==> config.mk <==
export PLATFORM = sky130hd
export DESIGN_NAME = upc_pipe_cfg
export DESIGN_NICKNAME = d
export VERILOG_FILES = /design/src/upc_sync.v /design/src/upc_fifo.v /design/src/upc_pipe_cfg.v
export VERILOG_INCLUDE_DIRS = /design/src /design/src/src
export SDC_FILE = /design/constraint.sdc
export NUM_CORES = 1
export LEC_CHECK = 0
export BUFFER_PORTS_ARGS = -buffer_cell sky130_fd_sc_hd__buf_4
export CAP_MARGIN = 20
export CORE_ASPECT_RATIO = 0.8
export CORE_MARGIN = 2
export CORE_UTILIZATION = 50
export DETAILED_ROUTE_END_ITERATION = 10
export MAX_ROUTING_LAYER = met4
export PLACE_DENSITY = 0.66
export SYNTH_ARGS = -nofsm -noshare
export SYNTH_HDL_FRONTEND = slang
export SYNTH_SLANG_ARGS = --single-unit
==> constraint.sdc <==
create_clock -name clk -period 5.6 [get_ports clk]
set_input_delay 0.56 -clock clk [delete_from_list [all_inputs] [get_ports clk]]
set_output_delay 0.56 -clock clk [all_outputs]
set_load 0.01 [all_outputs]
==> src/upc_regs.vh <==
`ifndef UPC_REGS_VH
`define UPC_REGS_VH

// register byte addresses
`define UPC_ADDR_SEL      8'h00
`define UPC_ADDR_CFG      8'h04
`define UPC_ADDR_BUF      8'h08
`define UPC_ADDR_CTL      8'h0C
`define UPC_ADDR_CUR      8'h10
`define UPC_ADDR_DATA     8'h14
`define UPC_ADDR_MAXP     8'h18
`define UPC_ADDR_TRN      8'h1C
`define UPC_ADDR_STAT     8'h20

// configuration, buffer and control register fields
`define UPC_CFG_TYPE_HI   15
`define UPC_CFG_TYPE_LO   14
`define UPC_CFG_ROR       10
`define UPC_CFG_DBL       9
`define UPC_CFG_CONT      8
`define UPC_CFG_DIR       4
`define UPC_BUF_SIZE_HI   14
`define UPC_BUF_SIZE_LO   10
`define UPC_CTL_PID_HI    1
`define UPC_CTL_PID_LO    0
`define UPC_CTL_CLR       8
`define UPC_CTL_VAL       9
`define UPC_CTL_ACLR      10

// transfer types and responses
`define UPC_TYPE_OFF      2'h0
`define UPC_TYPE_BULK     2'h1
`define UPC_TYPE_INTR     2'h2
`define UPC_TYPE_ISOC     2'h3
`define UPC_PID_NAK       2'h0
`define UPC_PID_BUF       2'h1

// pipe ranges
`define UPC_LAST_DUAL     4'h2
`define UPC_LAST_BULK     4'h5
`define UPC_LAST_PIPE     4'h9
`define UPC_NUM_PIPES     10

// reset values and bytes per data word
`define UPC_MAXP_RST      11'h040
`define UPC_TRN_RST       16'h0000
`define UPC_WORD_BYTES    13'h0004

`endif

==> src/upc_sync.v <==
`timescale 1ns/1ps
`default_nettype none

module upc_sync #(
	parameter WIDTH = 1
) (
	// clock and reset
	input  wire             clk,
	input  wire             arst_n,
	// level in and out
	input  wire [WIDTH-1:0] d,
	output reg  [WIDTH-1:0] q
);

	reg [WIDTH-1:0] meta;

	always @(posedge clk or negedge arst_n) begin
		if (!arst_n) begin
			meta <= {WIDTH{1'b0}};
			q    <= {WIDTH{1'b0}};
		end else begin
			meta <= d;
			q    <= meta;
		end
	end

endmodule // upc_sync

`default_nettype wire

==> src/upc_fifo.v <==
`timescale 1ns/1ps
`default_nettype none

module upc_fifo #(
	parameter WIDTH = 32,
	parameter DEPTH = 8,
	parameter AW    = 3
) (
	// clock and reset
	input  wire             clk,
	input  wire             arst_n,
	input  wire             flush,
	// fill side
	input  wire             wr_valid,
	output wire             wr_ready,
	input  wire [WIDTH-1:0] wr_data,
	// drain side
	output wire             rd_valid,
	input  wire             rd_ready,
	output wire [WIDTH-1:0] rd_data,
	// fill level
	output wire [AW:0]      level
);

	localparam [AW:0] FULL_CNT = DEPTH;

	reg [WIDTH-1:0] mem [0:DEPTH-1];
	reg [AW-1:0]    wptr;
	reg [AW-1:0]    rptr;
	reg [AW:0]      count;

	wire push = wr_valid & wr_ready;
	wire pop  = rd_valid & rd_ready;

	assign wr_ready = (count != FULL_CNT);
	assign rd_valid = (count != {(AW+1){1'b0}});
	assign rd_data  = mem[rptr];
	assign level    = count;

	// storage needs no reset; pointers and count define what is valid
	always @(posedge clk) begin
		if (push)
			mem[wptr] <= wr_data;
	end

	always @(posedge clk or negedge arst_n) begin
		if (!arst_n) begin
			wptr  <= {AW{1'b0}};
			rptr  <= {AW{1'b0}};
			count <= {(AW+1){1'b0}};
		end else if (flush) begin
			wptr  <= {AW{1'b0}};
			rptr  <= {AW{1'b0}};
			count <= {(AW+1){1'b0}};
		end else begin
			if (push)
				wptr <= wptr + {{(AW-1){1'b0}}, 1'b1};
			if (pop)
				rptr <= rptr + {{(AW-1){1'b0}}, 1'b1};
			if (push & ~pop)
				count <= count + {{AW{1'b0}}, 1'b1};
			else if (pop & ~push)
				count <= count - {{AW{1'b0}}, 1'b1};
		end
	end

endmodule // upc_fifo

`default_nettype wire

==> src/upc_pipe_cfg.v <==
`timescale 1ns/1ps
`default_nettype none
`include "upc_regs.vh"

module upc_pipe_cfg #(
	parameter DATA_W     = 32,
	parameter FIFO_DEPTH = 8,
	parameter FIFO_AW    = 3
) (
	// clock and reset
	input  wire              clk,
	input  wire              arst_n,
	// apb slave
	input  wire              psel,
	input  wire              penable,
	input  wire              pwrite,
	input  wire [7:0]        paddr,
	input  wire [31:0]       pwdata,
	output reg  [31:0]       prdata,
	output reg               pready,
	output reg               pslverr,
	// control stage status from the control pipe logic
	input  wire              control_stage_status,
	// dma end strobe, asynchronous pin
	input  wire              dma_end_strobe,
	// usb receive stream
	input  wire              usb_rx_valid,
	output reg               usb_rx_ready,
	input  wire [DATA_W-1:0] usb_rx_data,
	input  wire              usb_rx_end,
	input  wire [10:0]       usb_rx_len,
	// usb transmit stream
	output reg               usb_tx_valid,
	input  wire              usb_tx_ready,
	output reg  [DATA_W-1:0] usb_tx_data,
	// buffer ready notice
	output reg               buffer_ready_irq,
	output reg  [3:0]        buffer_ready_pipe
);

	localparam [FIFO_AW:0] FIFO_FULL = FIFO_DEPTH;
	localparam [FIFO_AW:0] LVL_ONE   = 1;

	// per-pipe configuration
	reg  [1:0]  ptype [0:`UPC_NUM_PIPES-1];
	reg         ror   [0:`UPC_NUM_PIPES-1];
	reg         dbl   [0:`UPC_NUM_PIPES-1];
	reg         cont  [0:`UPC_NUM_PIPES-1];
	reg         dir   [0:`UPC_NUM_PIPES-1];
	reg  [4:0]  bsize [0:`UPC_NUM_PIPES-1];
	reg  [1:0]  pid   [0:`UPC_NUM_PIPES-1];

	reg  [3:0]  pipe_window_select;
	reg  [3:0]  current_fifo_pipe;
	reg  [10:0] maxp;
	reg  [15:0] trn_target;
	reg  [15:0] pkt_cnt;
	reg         fifo_auto_clear;
	reg         read_possible;
	reg         tx_possible;
	reg         rx_in_pkt;
	reg  [12:0] rx_bytes;
	reg  [12:0] tx_bytes;

	reg         next_rp;
	reg         next_tp;
	reg  [12:0] next_rx_bytes;
	reg  [12:0] next_tx_bytes;
	reg  [15:0] next_pkt;
	reg         irq_set;
	reg  [31:0] next_rdata;
	reg         next_err;

	wire              dma_end_sync;
	wire              fifo_wr_valid;
	wire              fifo_wr_ready;
	wire [DATA_W-1:0] fifo_wr_data;
	wire              fifo_rd_valid;
	wire              fifo_rd_ready;
	wire [DATA_W-1:0] fifo_rd_data;
	wire [FIFO_AW:0]  fifo_level;

	integer i;

	function type_legal;
		input [3:0] p;
		input [1:0] t;
		begin
			if (t == `UPC_TYPE_OFF)
				type_legal = 1'b1;
			else if (p <= `UPC_LAST_DUAL)
				type_legal = (t == `UPC_TYPE_BULK) | (t == `UPC_TYPE_ISOC);
			else if (p <= `UPC_LAST_BULK)
				type_legal = (t == `UPC_TYPE_BULK);
			else
				type_legal = (t == `UPC_TYPE_INTR);
		end
	endfunction

	wire [3:0] sp     = pipe_window_select;
	wire [3:0] cp     = current_fifo_pipe;
	wire       sel_ok = (sp != 4'h0);
	wire       cp_ok  = (cp != 4'h0);
	wire       sp_low = sel_ok & (sp <= `UPC_LAST_BULK);
	wire       cp_low = cp_ok & (cp <= `UPC_LAST_BULK);

	// effective modes; bits stored on pipes six-nine are kept but ignored
	wire ror_e  = ror[cp] & cp_low;
	wire dbl_e  = dbl[cp] & cp_low;
	wire cont_e = cont[cp] & cp_low & (ptype[cp] == `UPC_TYPE_BULK);

	// one buffer side and the window pipe's allocation
	wire [5:0]  side_blk   = {1'b0, bsize[cp]} + 6'h01;
	wire [12:0] side_bytes = {1'b0, side_blk, 6'h00};
	wire [5:0]  win_blk    = {1'b0, bsize[sp]} + 6'h01;
	wire [12:0] alloc      = (dbl[sp] & sp_low) ? {win_blk, 7'h00} : {1'b0, win_blk, 6'h00};

	// traffic only once a type is set and the response is BUF
	wire run     = cp_ok & (pid[cp] == `UPC_PID_BUF) & (ptype[cp] != `UPC_TYPE_OFF);
	wire cur_dir = dir[cp];
	wire pipe_busy_flag = rx_in_pkt | usb_tx_valid | (tx_possible & run);
	wire cfg_open = sel_ok & (pid[sp] == `UPC_PID_NAK) & ~control_stage_status & (sp != cp);

	// apb decode
	wire acc     = psel & penable & pready;
	wire wr_acc  = acc & pwrite;
	wire rd_acc  = acc & ~pwrite;
	wire is_sel  = (paddr == `UPC_ADDR_SEL);
	wire is_cfg  = (paddr == `UPC_ADDR_CFG);
	wire is_buf  = (paddr == `UPC_ADDR_BUF);
	wire is_ctl  = (paddr == `UPC_ADDR_CTL);
	wire is_cur  = (paddr == `UPC_ADDR_CUR);
	wire is_data = (paddr == `UPC_ADDR_DATA);
	wire is_maxp = (paddr == `UPC_ADDR_MAXP);
	wire is_trn  = (paddr == `UPC_ADDR_TRN);
	wire is_stat = (paddr == `UPC_ADDR_STAT);
	wire mapped  = is_sel | is_cfg | is_buf | is_ctl | is_cur | is_data | is_maxp | is_trn | is_stat;

	// a full fifo stalls the data write instead of dropping it
	wire tx_ok_push = cp_ok & cur_dir & ~tx_possible;
	wire stall      = psel & penable & pwrite & is_data & tx_ok_push & ~fifo_wr_ready;
	wire tx_push    = wr_acc & is_data & tx_ok_push;
	wire rx_push    = usb_rx_valid & usb_rx_ready;
	wire rx_pop     = rd_acc & is_data & ~cur_dir & fifo_rd_valid;
	// a full fifo streams out early since it is smaller than a buffer side
	wire tx_load    = cur_dir & run & fifo_rd_valid & (tx_possible | (fifo_level == FIFO_FULL))
			& (~usb_tx_valid | usb_tx_ready);
	wire win_cur    = wr_acc & is_ctl & (sp == cp) & cp_ok;
	wire clr_hit    = win_cur & pwdata[`UPC_CTL_CLR];
	wire buffer_valid_hit   = win_cur & pwdata[`UPC_CTL_VAL] & cur_dir;
	wire cur_change = wr_acc & is_cur & (pwdata[3:0] != cp) & (pwdata[3:0] <= `UPC_LAST_PIPE);
	wire flush      = fifo_auto_clear | clr_hit | cur_change;
	wire rx_end_hit = usb_rx_end & ~cur_dir & run & ~read_possible;

	wire [12:0] rx_tot  = rx_bytes + {2'b00, usb_rx_len};
	wire [12:0] tx_next = tx_bytes + `UPC_WORD_BYTES;
	wire [15:0] pkt_inc = pkt_cnt + 16'h0001;

	wire [FIFO_AW:0] lvl_next = fifo_level + {{FIFO_AW{1'b0}}, rx_push}
			- {{FIFO_AW{1'b0}}, fifo_rd_ready & fifo_rd_valid};

	assign fifo_wr_valid = cur_dir ? tx_push : rx_push;
	assign fifo_wr_data  = cur_dir ? pwdata[DATA_W-1:0] : usb_rx_data;
	assign fifo_rd_ready = cur_dir ? tx_load : rx_pop;

	upc_sync #(
		.WIDTH(1)
	) u_dma_sync (
		.clk    (clk),
		.arst_n (arst_n),
		.d      (dma_end_strobe),
		.q      (dma_end_sync)
	);

	upc_fifo #(
		.WIDTH (DATA_W),
		.DEPTH (FIFO_DEPTH),
		.AW    (FIFO_AW)
	) u_fifo (
		.clk      (clk),
		.arst_n   (arst_n),
		.flush    (flush),
		.wr_valid (fifo_wr_valid),
		.wr_ready (fifo_wr_ready),
		.wr_data  (fifo_wr_data),
		.rd_valid (fifo_rd_valid),
		.rd_ready (fifo_rd_ready),
		.rd_data  (fifo_rd_data),
		.level    (fifo_level)
	);

	// completion tracking for the pipe that owns the fifo
	always @* begin
		next_rp       = read_possible;
		next_tp       = tx_possible;
		next_rx_bytes = rx_bytes;
		next_tx_bytes = tx_bytes;
		next_pkt      = pkt_cnt;
		irq_set       = 1'b0;
		if (flush) begin
			next_rp       = 1'b0;
			next_tp       = 1'b0;
			next_rx_bytes = 13'h0000;
			next_tx_bytes = 13'h0000;
			next_pkt      = 16'h0000;
		end else begin
			if (rx_end_hit) begin
				next_pkt      = pkt_inc;
				next_rx_bytes = rx_tot;
				if (!cont_e)
					next_rp = 1'b1;
				else if ((rx_tot >= side_bytes)
						|| ((usb_rx_len != 11'h000) && (usb_rx_len < maxp))
						|| ((usb_rx_len == 11'h000) && (rx_bytes != 13'h0000))
						|| ((trn_target != 16'h0000) && (pkt_inc == trn_target)))
					next_rp = 1'b1;
				if (next_rp) begin
					next_rx_bytes = 13'h0000;
					if ((trn_target != 16'h0000) && (pkt_inc == trn_target))
						next_pkt = 16'h0000;
					if (!ror_e)
						irq_set = 1'b1;
				end
			end
			if (read_possible && ror_e && rx_pop && (fifo_level == LVL_ONE))
				irq_set = 1'b1;
			if (read_possible && !ror_e && (fifo_level == {(FIFO_AW+1){1'b0}}))
				next_rp = 1'b0;
			if (tx_push) begin
				next_tx_bytes = tx_next;
				if (!cont_e && (tx_next >= {2'b00, maxp}))
					next_tp = 1'b1;
				if (cont_e && (tx_next >= side_bytes))
					next_tp = 1'b1;
				if (cont_e && dma_end_sync)
					next_tp = 1'b1;
			end
			if (buffer_valid_hit)
				next_tp = 1'b1;
			if (tx_possible && run && !usb_tx_valid && (fifo_level == {(FIFO_AW+1){1'b0}})) begin
				next_tp       = 1'b0;
				next_tx_bytes = 13'h0000;
				if (!(ror_e | dbl_e))
					irq_set = 1'b1;
			end
		end
	end

	// read mux; the data port reads zero when nothing is stored
	always @* begin
		next_rdata = 32'h0000_0000;
		next_err   = ~mapped;
		if (is_sel)
			next_rdata = {28'h000_0000, sp};
		else if (is_cfg && sel_ok)
			next_rdata = {16'h0000, ptype[sp], 3'h0, ror[sp], dbl[sp], cont[sp], 3'h0,
					dir[sp], 4'h0};
		else if (is_buf && sel_ok)
			next_rdata = {17'h0_0000, bsize[sp], 10'h000};
		else if (is_ctl)
			next_rdata = {21'h00_0000, fifo_auto_clear, 8'h00, sel_ok ? pid[sp] : 2'h0};
		else if (is_cur)
			next_rdata = {28'h000_0000, cp};
		else if (is_data && fifo_rd_valid && !cur_dir)
			next_rdata = fifo_rd_data;
		else if (is_maxp)
			next_rdata = {21'h00_0000, maxp};
		else if (is_trn)
			next_rdata = {16'h0000, trn_target};
		else if (is_stat)
			next_rdata = {3'h0, alloc, 12'h000, pipe_busy_flag, control_stage_status,
					tx_possible, read_possible};
	end

	always @(posedge clk or negedge arst_n) begin
		if (!arst_n) begin
			for (i = 0; i < `UPC_NUM_PIPES; i = i + 1) begin
				ptype[i] <= `UPC_TYPE_OFF;
				ror[i]   <= 1'b0;
				dbl[i]   <= 1'b0;
				cont[i]  <= 1'b0;
				dir[i]   <= 1'b0;
				bsize[i] <= 5'h00;
				pid[i]   <= `UPC_PID_NAK;
			end
			pipe_window_select <= 4'h0;
			current_fifo_pipe  <= 4'h0;
			maxp               <= `UPC_MAXP_RST;
			trn_target         <= `UPC_TRN_RST;
			fifo_auto_clear    <= 1'b0;
			pready             <= 1'b0;
			pslverr            <= 1'b0;
			prdata             <= 32'h0000_0000;
		end else begin
			pready  <= psel & penable & ~pready & ~stall;
			pslverr <= psel & penable & ~pready & ~stall & next_err;
			prdata  <= (psel & penable & ~pready & ~pwrite) ? next_rdata : 32'h0000_0000;
			if (wr_acc && is_sel && (pwdata[3:0] <= `UPC_LAST_PIPE))
				pipe_window_select <= pwdata[3:0];
			if (cur_change)
				current_fifo_pipe <= pwdata[3:0];
			if (wr_acc && is_maxp)
				maxp <= pwdata[10:0];
			if (wr_acc && is_trn)
				trn_target <= pwdata[15:0];
			if (wr_acc && is_cfg && sel_ok) begin
				if ((pid[sp] == `UPC_PID_NAK)
						&& type_legal(sp, pwdata[`UPC_CFG_TYPE_HI:`UPC_CFG_TYPE_LO]))
					ptype[sp] <= pwdata[`UPC_CFG_TYPE_HI:`UPC_CFG_TYPE_LO];
				if (cfg_open) begin
					ror[sp]  <= pwdata[`UPC_CFG_ROR];
					dbl[sp]  <= pwdata[`UPC_CFG_DBL];
					cont[sp] <= pwdata[`UPC_CFG_CONT];
					dir[sp]  <= pwdata[`UPC_CFG_DIR];
				end
			end
			if (wr_acc && is_buf && cfg_open)
				bsize[sp] <= pwdata[`UPC_BUF_SIZE_HI:`UPC_BUF_SIZE_LO];
			if (wr_acc && is_ctl) begin
				fifo_auto_clear <= pwdata[`UPC_CTL_ACLR];
				if (sel_ok && (pwdata[`UPC_CTL_PID_HI:`UPC_CTL_PID_LO] <= `UPC_PID_BUF))
					pid[sp] <= pwdata[`UPC_CTL_PID_HI:`UPC_CTL_PID_LO];
			end
		end
	end

	always @(posedge clk or negedge arst_n) begin
		if (!arst_n) begin
			read_possible     <= 1'b0;
			tx_possible       <= 1'b0;
			rx_bytes          <= 13'h0000;
			tx_bytes          <= 13'h0000;
			pkt_cnt           <= 16'h0000;
			rx_in_pkt         <= 1'b0;
			usb_rx_ready      <= 1'b0;
			usb_tx_valid      <= 1'b0;
			usb_tx_data       <= {DATA_W{1'b0}};
			buffer_ready_irq  <= 1'b0;
			buffer_ready_pipe <= 4'h0;
		end else begin
			read_possible     <= next_rp;
			tx_possible       <= next_tp;
			rx_bytes          <= next_rx_bytes;
			tx_bytes          <= next_tx_bytes;
			pkt_cnt           <= next_pkt;
			buffer_ready_irq  <= irq_set;
			buffer_ready_pipe <= irq_set ? cp : 4'h0;
			// ready is registered, so it looks one word ahead
			usb_rx_ready <= ~cur_dir & run & ~next_rp & ~flush & ~cur_change
					& (lvl_next < FIFO_FULL);
			if (flush)
				rx_in_pkt <= 1'b0;
			else if (usb_rx_end)
				rx_in_pkt <= 1'b0;
			else if (rx_push)
				rx_in_pkt <= 1'b1;
			if (flush) begin
				usb_tx_valid <= 1'b0;
			end else if (tx_load) begin
				usb_tx_valid <= 1'b1;
				usb_tx_data  <= fifo_rd_data;
			end else if (usb_tx_ready) begin
				usb_tx_valid <= 1'b0;
			end
		end
	end

endmodule // upc_pipe_cfg

`default_nettype wire

======== Yosys cells after proc, flatten, opt, wreduce, memory -nomap -nowiden ========
Memory sizes are Yosys's and may differ from the RTL's.
Index checks and enable logic that the tools add are counted.
storage, ports and cells
  flip-flop bits (word level) ............. 296
  memory bits (writable) .................. 256
  input bits .............................. 93
  output and inout bits ................... 73
  logic and storage cells ................. 414
  memories ................................ 1
memories
  memory      depth  bits a word  read ports  clocked after memory_dff  write ports  line           text
  u_fifo.mem  8      32           1           0                         1            upc_fifo.v:27  reg [WIDTH-1:0] mem [0:DEPTH-1];
cells by class
  add/subtract/negate cells ............... 11
  magnitude comparators ................... 13
  eq/ne operators ......................... 20
  muxes and demuxes ....................... 121
  bitwise logic cells ..................... 91
  reduce and logical (&&, ||, !) cells .... 63
operators by type and width
  cell                                                             count
  32-bit two-way mux                                               8
  13-bit two-way mux                                               7
  29-bit two-way mux                                               3
  16-bit two-way mux                                               4
  1-bit AND                                                        58
  1-bit two-way mux                                                52
  50-bit bitwise mux                                               1
  5-bit binary-select mux with 4-bit select                        2
  10-bit bitwise mux                                               4
  20-bit bitwise mux                                               2
  1-bit binary-select mux with 4-bit select                        8
  2-bit binary-select mux with 4-bit select                        4
  8-bit by 5-bit == test with 1-bit output, second input constant  4
  1-bit logical AND                                                30
  13-bit by 12-bit >= comparator with 1-bit output                 2
  5-bit two-way mux                                                5
  5-bit demux with 4-bit select                                    1
  2-bit two-way mux                                                10
  16-bit by 1-bit adder with 16-bit output, second input constant  1
  16-bit == test                                                   1
  8-bit by 4-bit == test with 1-bit output, second input constant  2
  4-bit two-way mux                                                4
  1-bit bitwise OR                                                 16
  16-bit nonzero test                                              1
  44 further kinds                                                 89

======== Longest topological paths before layout ========
  word-level depth ........................ 21
  gate-level depth with buffers ........... 20
  gate-level depth less buffers ........... 19

======== Cells and area by module ========
From an unflattened synthesis, not the netlist that was laid out.
second synthesis, totals
  cells, all modules ...................... 1,973
  area total of the unflattened synthesis .. 26,880.8 sq um
by module, submodules not included
  module        instances  cells an instance  area each (sq um)  sequential area each (sq um)
  upc_pipe_cfg  1          1,520              16,508.3           7,058.0
  upc_fifo      1          451                10,322.4           7,937.6
  upc_sync      1          2                  50.0               50.0

======== Worst setup path before layout ========
OpenSTA, ideal clock, no wires.
  kind .................................... input-to-reg
  start point ............................. input paddr[1]
  end point ............................... memory u_fifo.mem[4][0], enable pin
  setup time .............................. 513 ps
  arrival ................................. 5,969 ps
  data required time ...................... 5,087 ps
  setup slack ............................. -882 ps
  stages on the path ...................... 8
  path buffers ............................ 2
  cells stage by stage .................... or4_1 > buf_2 > or3b_4 > or4_4 > nor3_4 > buf_6 > o21ai_4 > nor4b_1
between the ends
  cells in the longest elaborated chain, start to end .. 7
ends and longest elaborated chain
  item                                                       line                text
  start, declared                                            upc_pipe_cfg.v:17   input wire [7:0] paddr,
  8-bit by 5-bit == test with 1-bit output (no source line)  -
  1-bit AND (2 in series)                                    upc_pipe_cfg.v:142  wire tx_push = wr_acc & is_data & tx_ok_push;
  1-bit two-way mux                                          upc_pipe_cfg.v:162  assign fifo_wr_valid = cur_dir ? tx_push : rx_push;
  1-bit AND                                                  upc_fifo.v:32       wire push = wr_valid & wr_ready;
  1-bit two-way mux                                          upc_fifo.v:42       if (push)
  1-bit two-way mux (implied by the code)                    upc_fifo.v:43       mem[wptr] <= wr_data;
  end, declared                                              upc_fifo.v:27
No other way between the ends.

======== Worst setup path in the final report ========
  start point ............................. register current_fifo_pipe[1] (netlist: cp[1])
  end point ............................... register rx_bytes[4]
between the ends
  cells in the longest elaborated chain, start to end .. 16
  elaborated cells between the ends (all ways) .. 52
  those cells by class .................... add/sub (1); order compare (2); eq/ne (4); mux (22); bitwise (17); reduce/logical (6)
ends and longest elaborated chain
  item                                                    line                text
  start, declared                                         upc_pipe_cfg.v:54   reg [3:0] current_fifo_pipe;
  start signal, assigned                                  upc_pipe_cfg.v:301  current_fifo_pipe <= pwdata[3:0];
  4-bit inverter with 5-bit output (implied by the code)  -
  5-bit binary-select mux with 4-bit select               upc_pipe_cfg.v:113  wire [5:0] side_blk = {1'b0, bsize[cp]} + 6'h01;
  5-bit two-way mux (implied by the code) (2 in series)   upc_pipe_cfg.v:113
  5-bit by 1-bit adder with 6-bit output                  upc_pipe_cfg.v:113
  13-bit by 12-bit >= comparator with 1-bit output        upc_pipe_cfg.v:212  else if ((rx_tot >= side_bytes)
  1-bit logical OR                                        upc_pipe_cfg.v:213  || ((usb_rx_len != 11'h000) && (usb_rx_len < maxp))
  1-bit logical OR                                        upc_pipe_cfg.v:214  || ((usb_rx_len == 11'h000) && (rx_bytes != 13'h0000))
  1-bit logical OR                                        upc_pipe_cfg.v:215  || ((trn_target != 16'h0000) && (pkt_inc == trn_target)))
  1-bit two-way mux                                       upc_pipe_cfg.v:212
  1-bit two-way mux                                       upc_pipe_cfg.v:210  if (!cont_e)
  1-bit two-way mux                                       upc_pipe_cfg.v:207  if (rx_end_hit) begin
  1-bit two-way mux                                       upc_pipe_cfg.v:200  if (flush) begin
  13-bit two-way mux                                      upc_pipe_cfg.v:217  if (next_rp) begin
  13-bit two-way mux                                      upc_pipe_cfg.v:207
  13-bit two-way mux                                      upc_pipe_cfg.v:200
  end signal, assigned                                    upc_pipe_cfg.v:343  rx_bytes <= next_rx_bytes;
  end, declared                                           upc_pipe_cfg.v:62   reg [12:0] rx_bytes;
Parallel ways exist; a longest one is shown, timed or not. The select of a mux whose other input is x is not followed.
A chain may end at the register's enable or synchronous reset.

==> results.rst <==
.. list-table::
   :header-rows: 1

   * - Metric
     - Value
   * - Clock edge transition at the registers on the reported setup and hold paths
     - 0.06 ns
   * - Worst EP arrival
     - 5.09 ns
   * - Post-route clock skew
     - 0.0232 ns
   * - Largest cells by area after synthesis
     - sky130_fd_sc_hd__edfxtp_1 29%, sky130_fd_sc_hd__dfrtp_1 28%, sky130_fd_sc_hd__mux4_2 9.0%, sky130_fd_sc_hd__mux2_2 7.3%, sky130_fd_sc_hd__ha_1 2.8%
   * - Rel. slew slack
     - 31.3%
   * - Category of the worst setup path capture point
     - flip-flop
   * - Adder-cell share of the synthesized area
     - 2.94%
   * - Gp weighted congestion
     - 0.993
   * - Crit path max fanout
     - 20
   * - Finished Cell Area
     - 30500 µm²
   * - WL per Instance
     - 25.9 µm
   * - Num CTS Buffers
     - 54
   * - Post-synth top area cell
     - sky130_fd_sc_hd__edfxtp_1
   * - Register area share after synthesis
     - 56.7%
   * - Synth Area in XOR/XNOR
     - 2.28%
   * - Initial DRC count
     - 1749
   * - Power density over the cells
     - 281 nW/µm²
   * - Startpoint of the most critical register-to-register path
     - cp[1]
   * - Worst Reg-to-Reg Cells
     - 13
   * - Clk buf depth
     - 3
   * - Yosys warning count
     - 0
   * - Multiplexer fraction of the synthesized cell area
     - 19.4%
   * - Required time reported for the critical path endpoint
     - 6.10 ns
   * - Area share of the leading cell type in the synthesized netlist
     - 29.0%
   * - Cell Area, Synth
     - 26500 µm²
   * - Via count
     - 17283
   * - Type of the worst setup path
     - flip-flop to flip-flop
   * - Total Nets Final
     - 2230
   * - Setup TNS
     - 0 ns
   * - Die width
     - 261 µm
   * - Resize count post-CTS
     - 0
   * - DRC violation count after routing
     - 0
   * - Register-to-register setup slack
     - 1.00 ns
   * - Design Power
     - 0.00859 W
   * - Synthesized-area fraction occupied by ao, oa, aoi and oai cells
     - 6.95%
   * - Fraction of final layout cells with drive strength greater than 1
     - 30.3%
   * - Combinational family with the most area after synthesis
     - multiplexers
   * - Largest net degree at the start of global routing
     - 140
   * - Cell count after synthesis
     - 1943
   * - Number of max-cap violations
     - 0
   * - Number of antenna violations at the first check in global routing
     - 0
   * - Clk Latency, worst-skew pair
     - 0.63 ns
   * - Most instantiated flip-flop cell in the synthesis netlist
     - sky130_fd_sc_hd__dfrtp_1
   * - Area after DPL
     - 28500 µm²
   * - Post-synth cell types
     - 89
   * - Element type at the critical path start
     - flip-flop
   * - Worst slack after detailed placement
     - 0.868 ns
   * - Simple-gate share of the synthesized area
     - 9.06%
   * - Height of the die
     - 210 µm
   * - Wire length of the first global-routing pass
     - 109000 µm
   * - Number of global-route vias before repair
     - 17133
   * - Terminating pin of the worst hold path
     - u_dma_sync.meta
   * - Total I/O pin count
     - 166
   * - Total global routing overflow
     - 0
   * - HP Start
     - dma_end_strobe
   * - Post-detailed-route via-to-cell ratio
     - 6.13
   * - Number of pins exceeding their max-slew limit in the final report
     - 0
   * - Post-synthesis to final-layout area growth
     - 15.1%
   * - Final Critical Period
     - 4.60 ns
   * - Net count after synthesis
     - 2096
   * - Root Driver
     - sky130_fd_sc_hd__clkbuf_16
   * - Number of levels the H-tree was split into
     - 2
   * - Initial Util
     - 50.6%
   * - Transition time at the pin with the least slew margin
     - 1.03 ns
   * - Port Buffers
     - 165
   * - Filler Cells Inserted
     - 4104
   * - Setup Viol. Count Final
     - 0
   * - Fraction of synthesis flops using an asynchronous set or reset pin
     - 53.5%
   * - Hold Path Cell Cnt
     - 1
   * - Average instance area after synthesis
     - 13.6 µm²
   * - Total routing resource utilization after global routing
     - 27.7%
   * - Setup repair after global routing missed its margin
     - false
   * - Fraction of the cycle the final worst path needs
     - 82.1%
   * - Outcome
     - finished clean
   * - Worst hold path class
     - input pin to flip-flop
   * - TritonCTS clock tree
     - yes
   * - End of the worst register-to-register path
     - rx_bytes[4]
   * - Number of failing hold endpoints at the final stage
     - 0
   * - Register bit total from synthesis
     - 550
   * - Number of rows in the core area
     - 75
   * - Worst supply voltage drop on vdd
     - 0.232 mV
   * - Final Worst Setup Slack
     - 1.00 ns
   * - Placeable core region
     - 52500 µm²
   * - DPL Wire Length
     - 50600 µm
   * - Peak Freq
     - 0.218 GHz
   * - 1st-pass router iterations
     - 5
   * - CTS sink cnt
     - 550
   * - Area of the die
     - 54900 µm²
   * - Leak Pwr
     - 12.3 nW
   * - Count of flip-flops with a built-in enable after synthesis
     - 256
   * - Number of antenna-violating nets in the routed design
     - 0
   * - Number of post-CTS setup repair buffers
     - 0
   * - Overall routed net length
     - 72900 µm
## cell type report
class | instances | area [µm²] | area share (%)
sequential | 550 | 15100 | 49.3
multi-input combinational | 1225 | 10900 | 35.6
clock buffer | 79 | 1620 | 5.31
timing repair buffer | 207 | 1610 | 5.29
tap | 693 | 867 | 2.84
clock inverter | 22 | 363 | 1.19
inverter | 39 | 146 | 0.479
antenna | 4 | 10.0 | 0.0328
## cells by family after synthesis
family / Yosys count
adders and majority gates: 62
and+or+nand+nor: 463
AOI/OAI and AO/OA: 279
muxes: 352
DFF: 550
xor gates and xnor gates: 69
buffers and inverters: 168
## report_power, final
| part | total, W | leakage [nW] | internal (W) | switching, W |
|---|---|---|---|---|
| registers | 0.00426 | 6.29 | 0.00424 | 0.0000192 |
| clock network | 0.00401 | 0.966 | 0.00243 | 0.00158 |
| logic | 0.000320 | 5.09 | 0.000116 | 0.000204 |
| total | 0.00859 | 12.3 | 0.00678 | 0.00180 |
## sequential cells by signal, indices dropped and copies added (netlist names), 10 cells and up
name	flops
dbl	10
pkt_cnt	16
ror	10
prdata	32
cont	10
rx_bytes	13
u_fifo.mem	256
trn_target	16
bsize	50
usb_tx_data	32
ptype	20
dir	10
maxp	11
tx_bytes	11
pid	20
## stage by stage
step | hold WS [ns] | util (%) | std cells
after floorplan | 0.264 | - | 1943
after global placement | 0.336 | 54.3 | 2711
after detailed placement | 0.336 | 54.3 | 2711
after CTS | 0.0400 | 58.1 | 2813
after global routing | 0.0464 | 58.2 | 2815
final | 0.0570 | 58.2 | 2819
## per-layer routing
layer / vias to the layer above / GRT usage [%] / wire length (µm)
met1: 8886 / 41.2 / 33000
met3: 107 / 6.48 / 6410
li1: 7598 / - / -
met5: - / - / 0
met4: 0 / 7.84 / 1780
met2: 692 / 38.2 / 31800
## cells in the final DEF (no fill, tap or decap), types with 29 or more instances in the layout
cell,synthesis,routed
sky130_fd_sc_hd__dfrtp_1,293,288
sky130_fd_sc_hd__edfxtp_1,256,256
sky130_fd_sc_hd__buf_4,1,201
sky130_fd_sc_hd__mux2_2,173,173
sky130_fd_sc_hd__nand2_1,138,138
sky130_fd_sc_hd__nor2_1,120,119
sky130_fd_sc_hd__mux4_2,106,106
sky130_fd_sc_hd__a21oi_1,72,72
sky130_fd_sc_hd__ha_1,59,59
sky130_fd_sc_hd__clkbuf_16,0,59
sky130_fd_sc_hd__mux2i_1,58,58
sky130_fd_sc_hd__o21ai_0,57,57
sky130_fd_sc_hd__xnor2_1,40,40
sky130_fd_sc_hd__inv_1,38,38
sky130_fd_sc_hd__nor3_1,32,29
sky130_fd_sc_hd__xor2_1,29,29
## worst max-delay path by stage
stage	startpoint	endpoint	cells past startpoint
floorplan	paddr[1]	u_fifo.mem[5][0]	9
global placement	paddr[1]	u_fifo.mem[3][9]	9
detailed placement	paddr[1]	u_fifo.mem[3][15]	9
CTS	cp[0]	rx_bytes[4]	14
global route	cp[0]	rx_bytes[4]	16
finish	cp[1]	rx_bytes[4]	13
## cell usage after synthesis, types with 5 or more instances
cell type                   number
sky130_fd_sc_hd__or2_2           5
sky130_fd_sc_hd__o21a_1          8
sky130_fd_sc_hd__a2111oi_0       7
sky130_fd_sc_hd__nand3_1        25
sky130_fd_sc_hd__a31oi_1        13
sky130_fd_sc_hd__a21o_1          6
sky130_fd_sc_hd__mux2_4         15
sky130_fd_sc_hd__inv_1          38
sky130_fd_sc_hd__a21oi_1        72
sky130_fd_sc_hd__nor3b_1        13
sky130_fd_sc_hd__xnor2_1        40
sky130_fd_sc_hd__and2_1         18
sky130_fd_sc_hd__nand4_1        10
sky130_fd_sc_hd__and3_1         20
sky130_fd_sc_hd__o22ai_1        17
sky130_fd_sc_hd__clkbuf_1       77
sky130_fd_sc_hd__or4_1           6
sky130_fd_sc_hd__nor3_2          6
sky130_fd_sc_hd__dfrtp_1       293
sky130_fd_sc_hd__edfxtp_1      256
sky130_fd_sc_hd__buf_1          23
sky130_fd_sc_hd__or3_1           9
sky130_fd_sc_hd__o21ai_0        57
sky130_fd_sc_hd__mux4_2        106
sky130_fd_sc_hd__nor3_1         32
sky130_fd_sc_hd__buf_6           5
sky130_fd_sc_hd__nor2_1        120
sky130_fd_sc_hd__ha_1           59
sky130_fd_sc_hd__a211oi_1        7
sky130_fd_sc_hd__nor4_1         16
sky130_fd_sc_hd__mux2_2        173
sky130_fd_sc_hd__buf_2          22
sky130_fd_sc_hd__nor2b_1         5
sky130_fd_sc_hd__a22oi_1        14
sky130_fd_sc_hd__a22o_1         14
sky130_fd_sc_hd__xor2_1         29
sky130_fd_sc_hd__nand2b_1       10
sky130_fd_sc_hd__mux2i_1        58
sky130_fd_sc_hd__o211ai_1        9
sky130_fd_sc_hd__nand2_1       138
sky130_fd_sc_hd__a221oi_1       10
sky130_fd_sc_hd__nor4_4          5
## critical path, stage by stage, from the launching register on
cell,delay [ns]
sky130_fd_sc_hd__dfrtp_1,0.74
sky130_fd_sc_hd__nor2_1,0.62
sky130_fd_sc_hd__nand2_1,0.26
sky130_fd_sc_hd__o22ai_1,0.38
sky130_fd_sc_hd__ha_1,0.26
sky130_fd_sc_hd__nand3_1,0.10
sky130_fd_sc_hd__xor2_1,0.20
sky130_fd_sc_hd__ha_1,0.32
sky130_fd_sc_hd__nand3_1,0.11
sky130_fd_sc_hd__or4_1,0.55
sky130_fd_sc_hd__o41ai_1,0.44
sky130_fd_sc_hd__nor4b_2,0.09
sky130_fd_sc_hd__buf_4,0.20
sky130_fd_sc_hd__a22o_1,0.19
## timing repair
action,4_1_cts,5_1_grt
setup endpoints to repair,0,0
endpoints found under the hold margin,81,0
hold buffers,1,0
(Power assumes the default switching activity.)
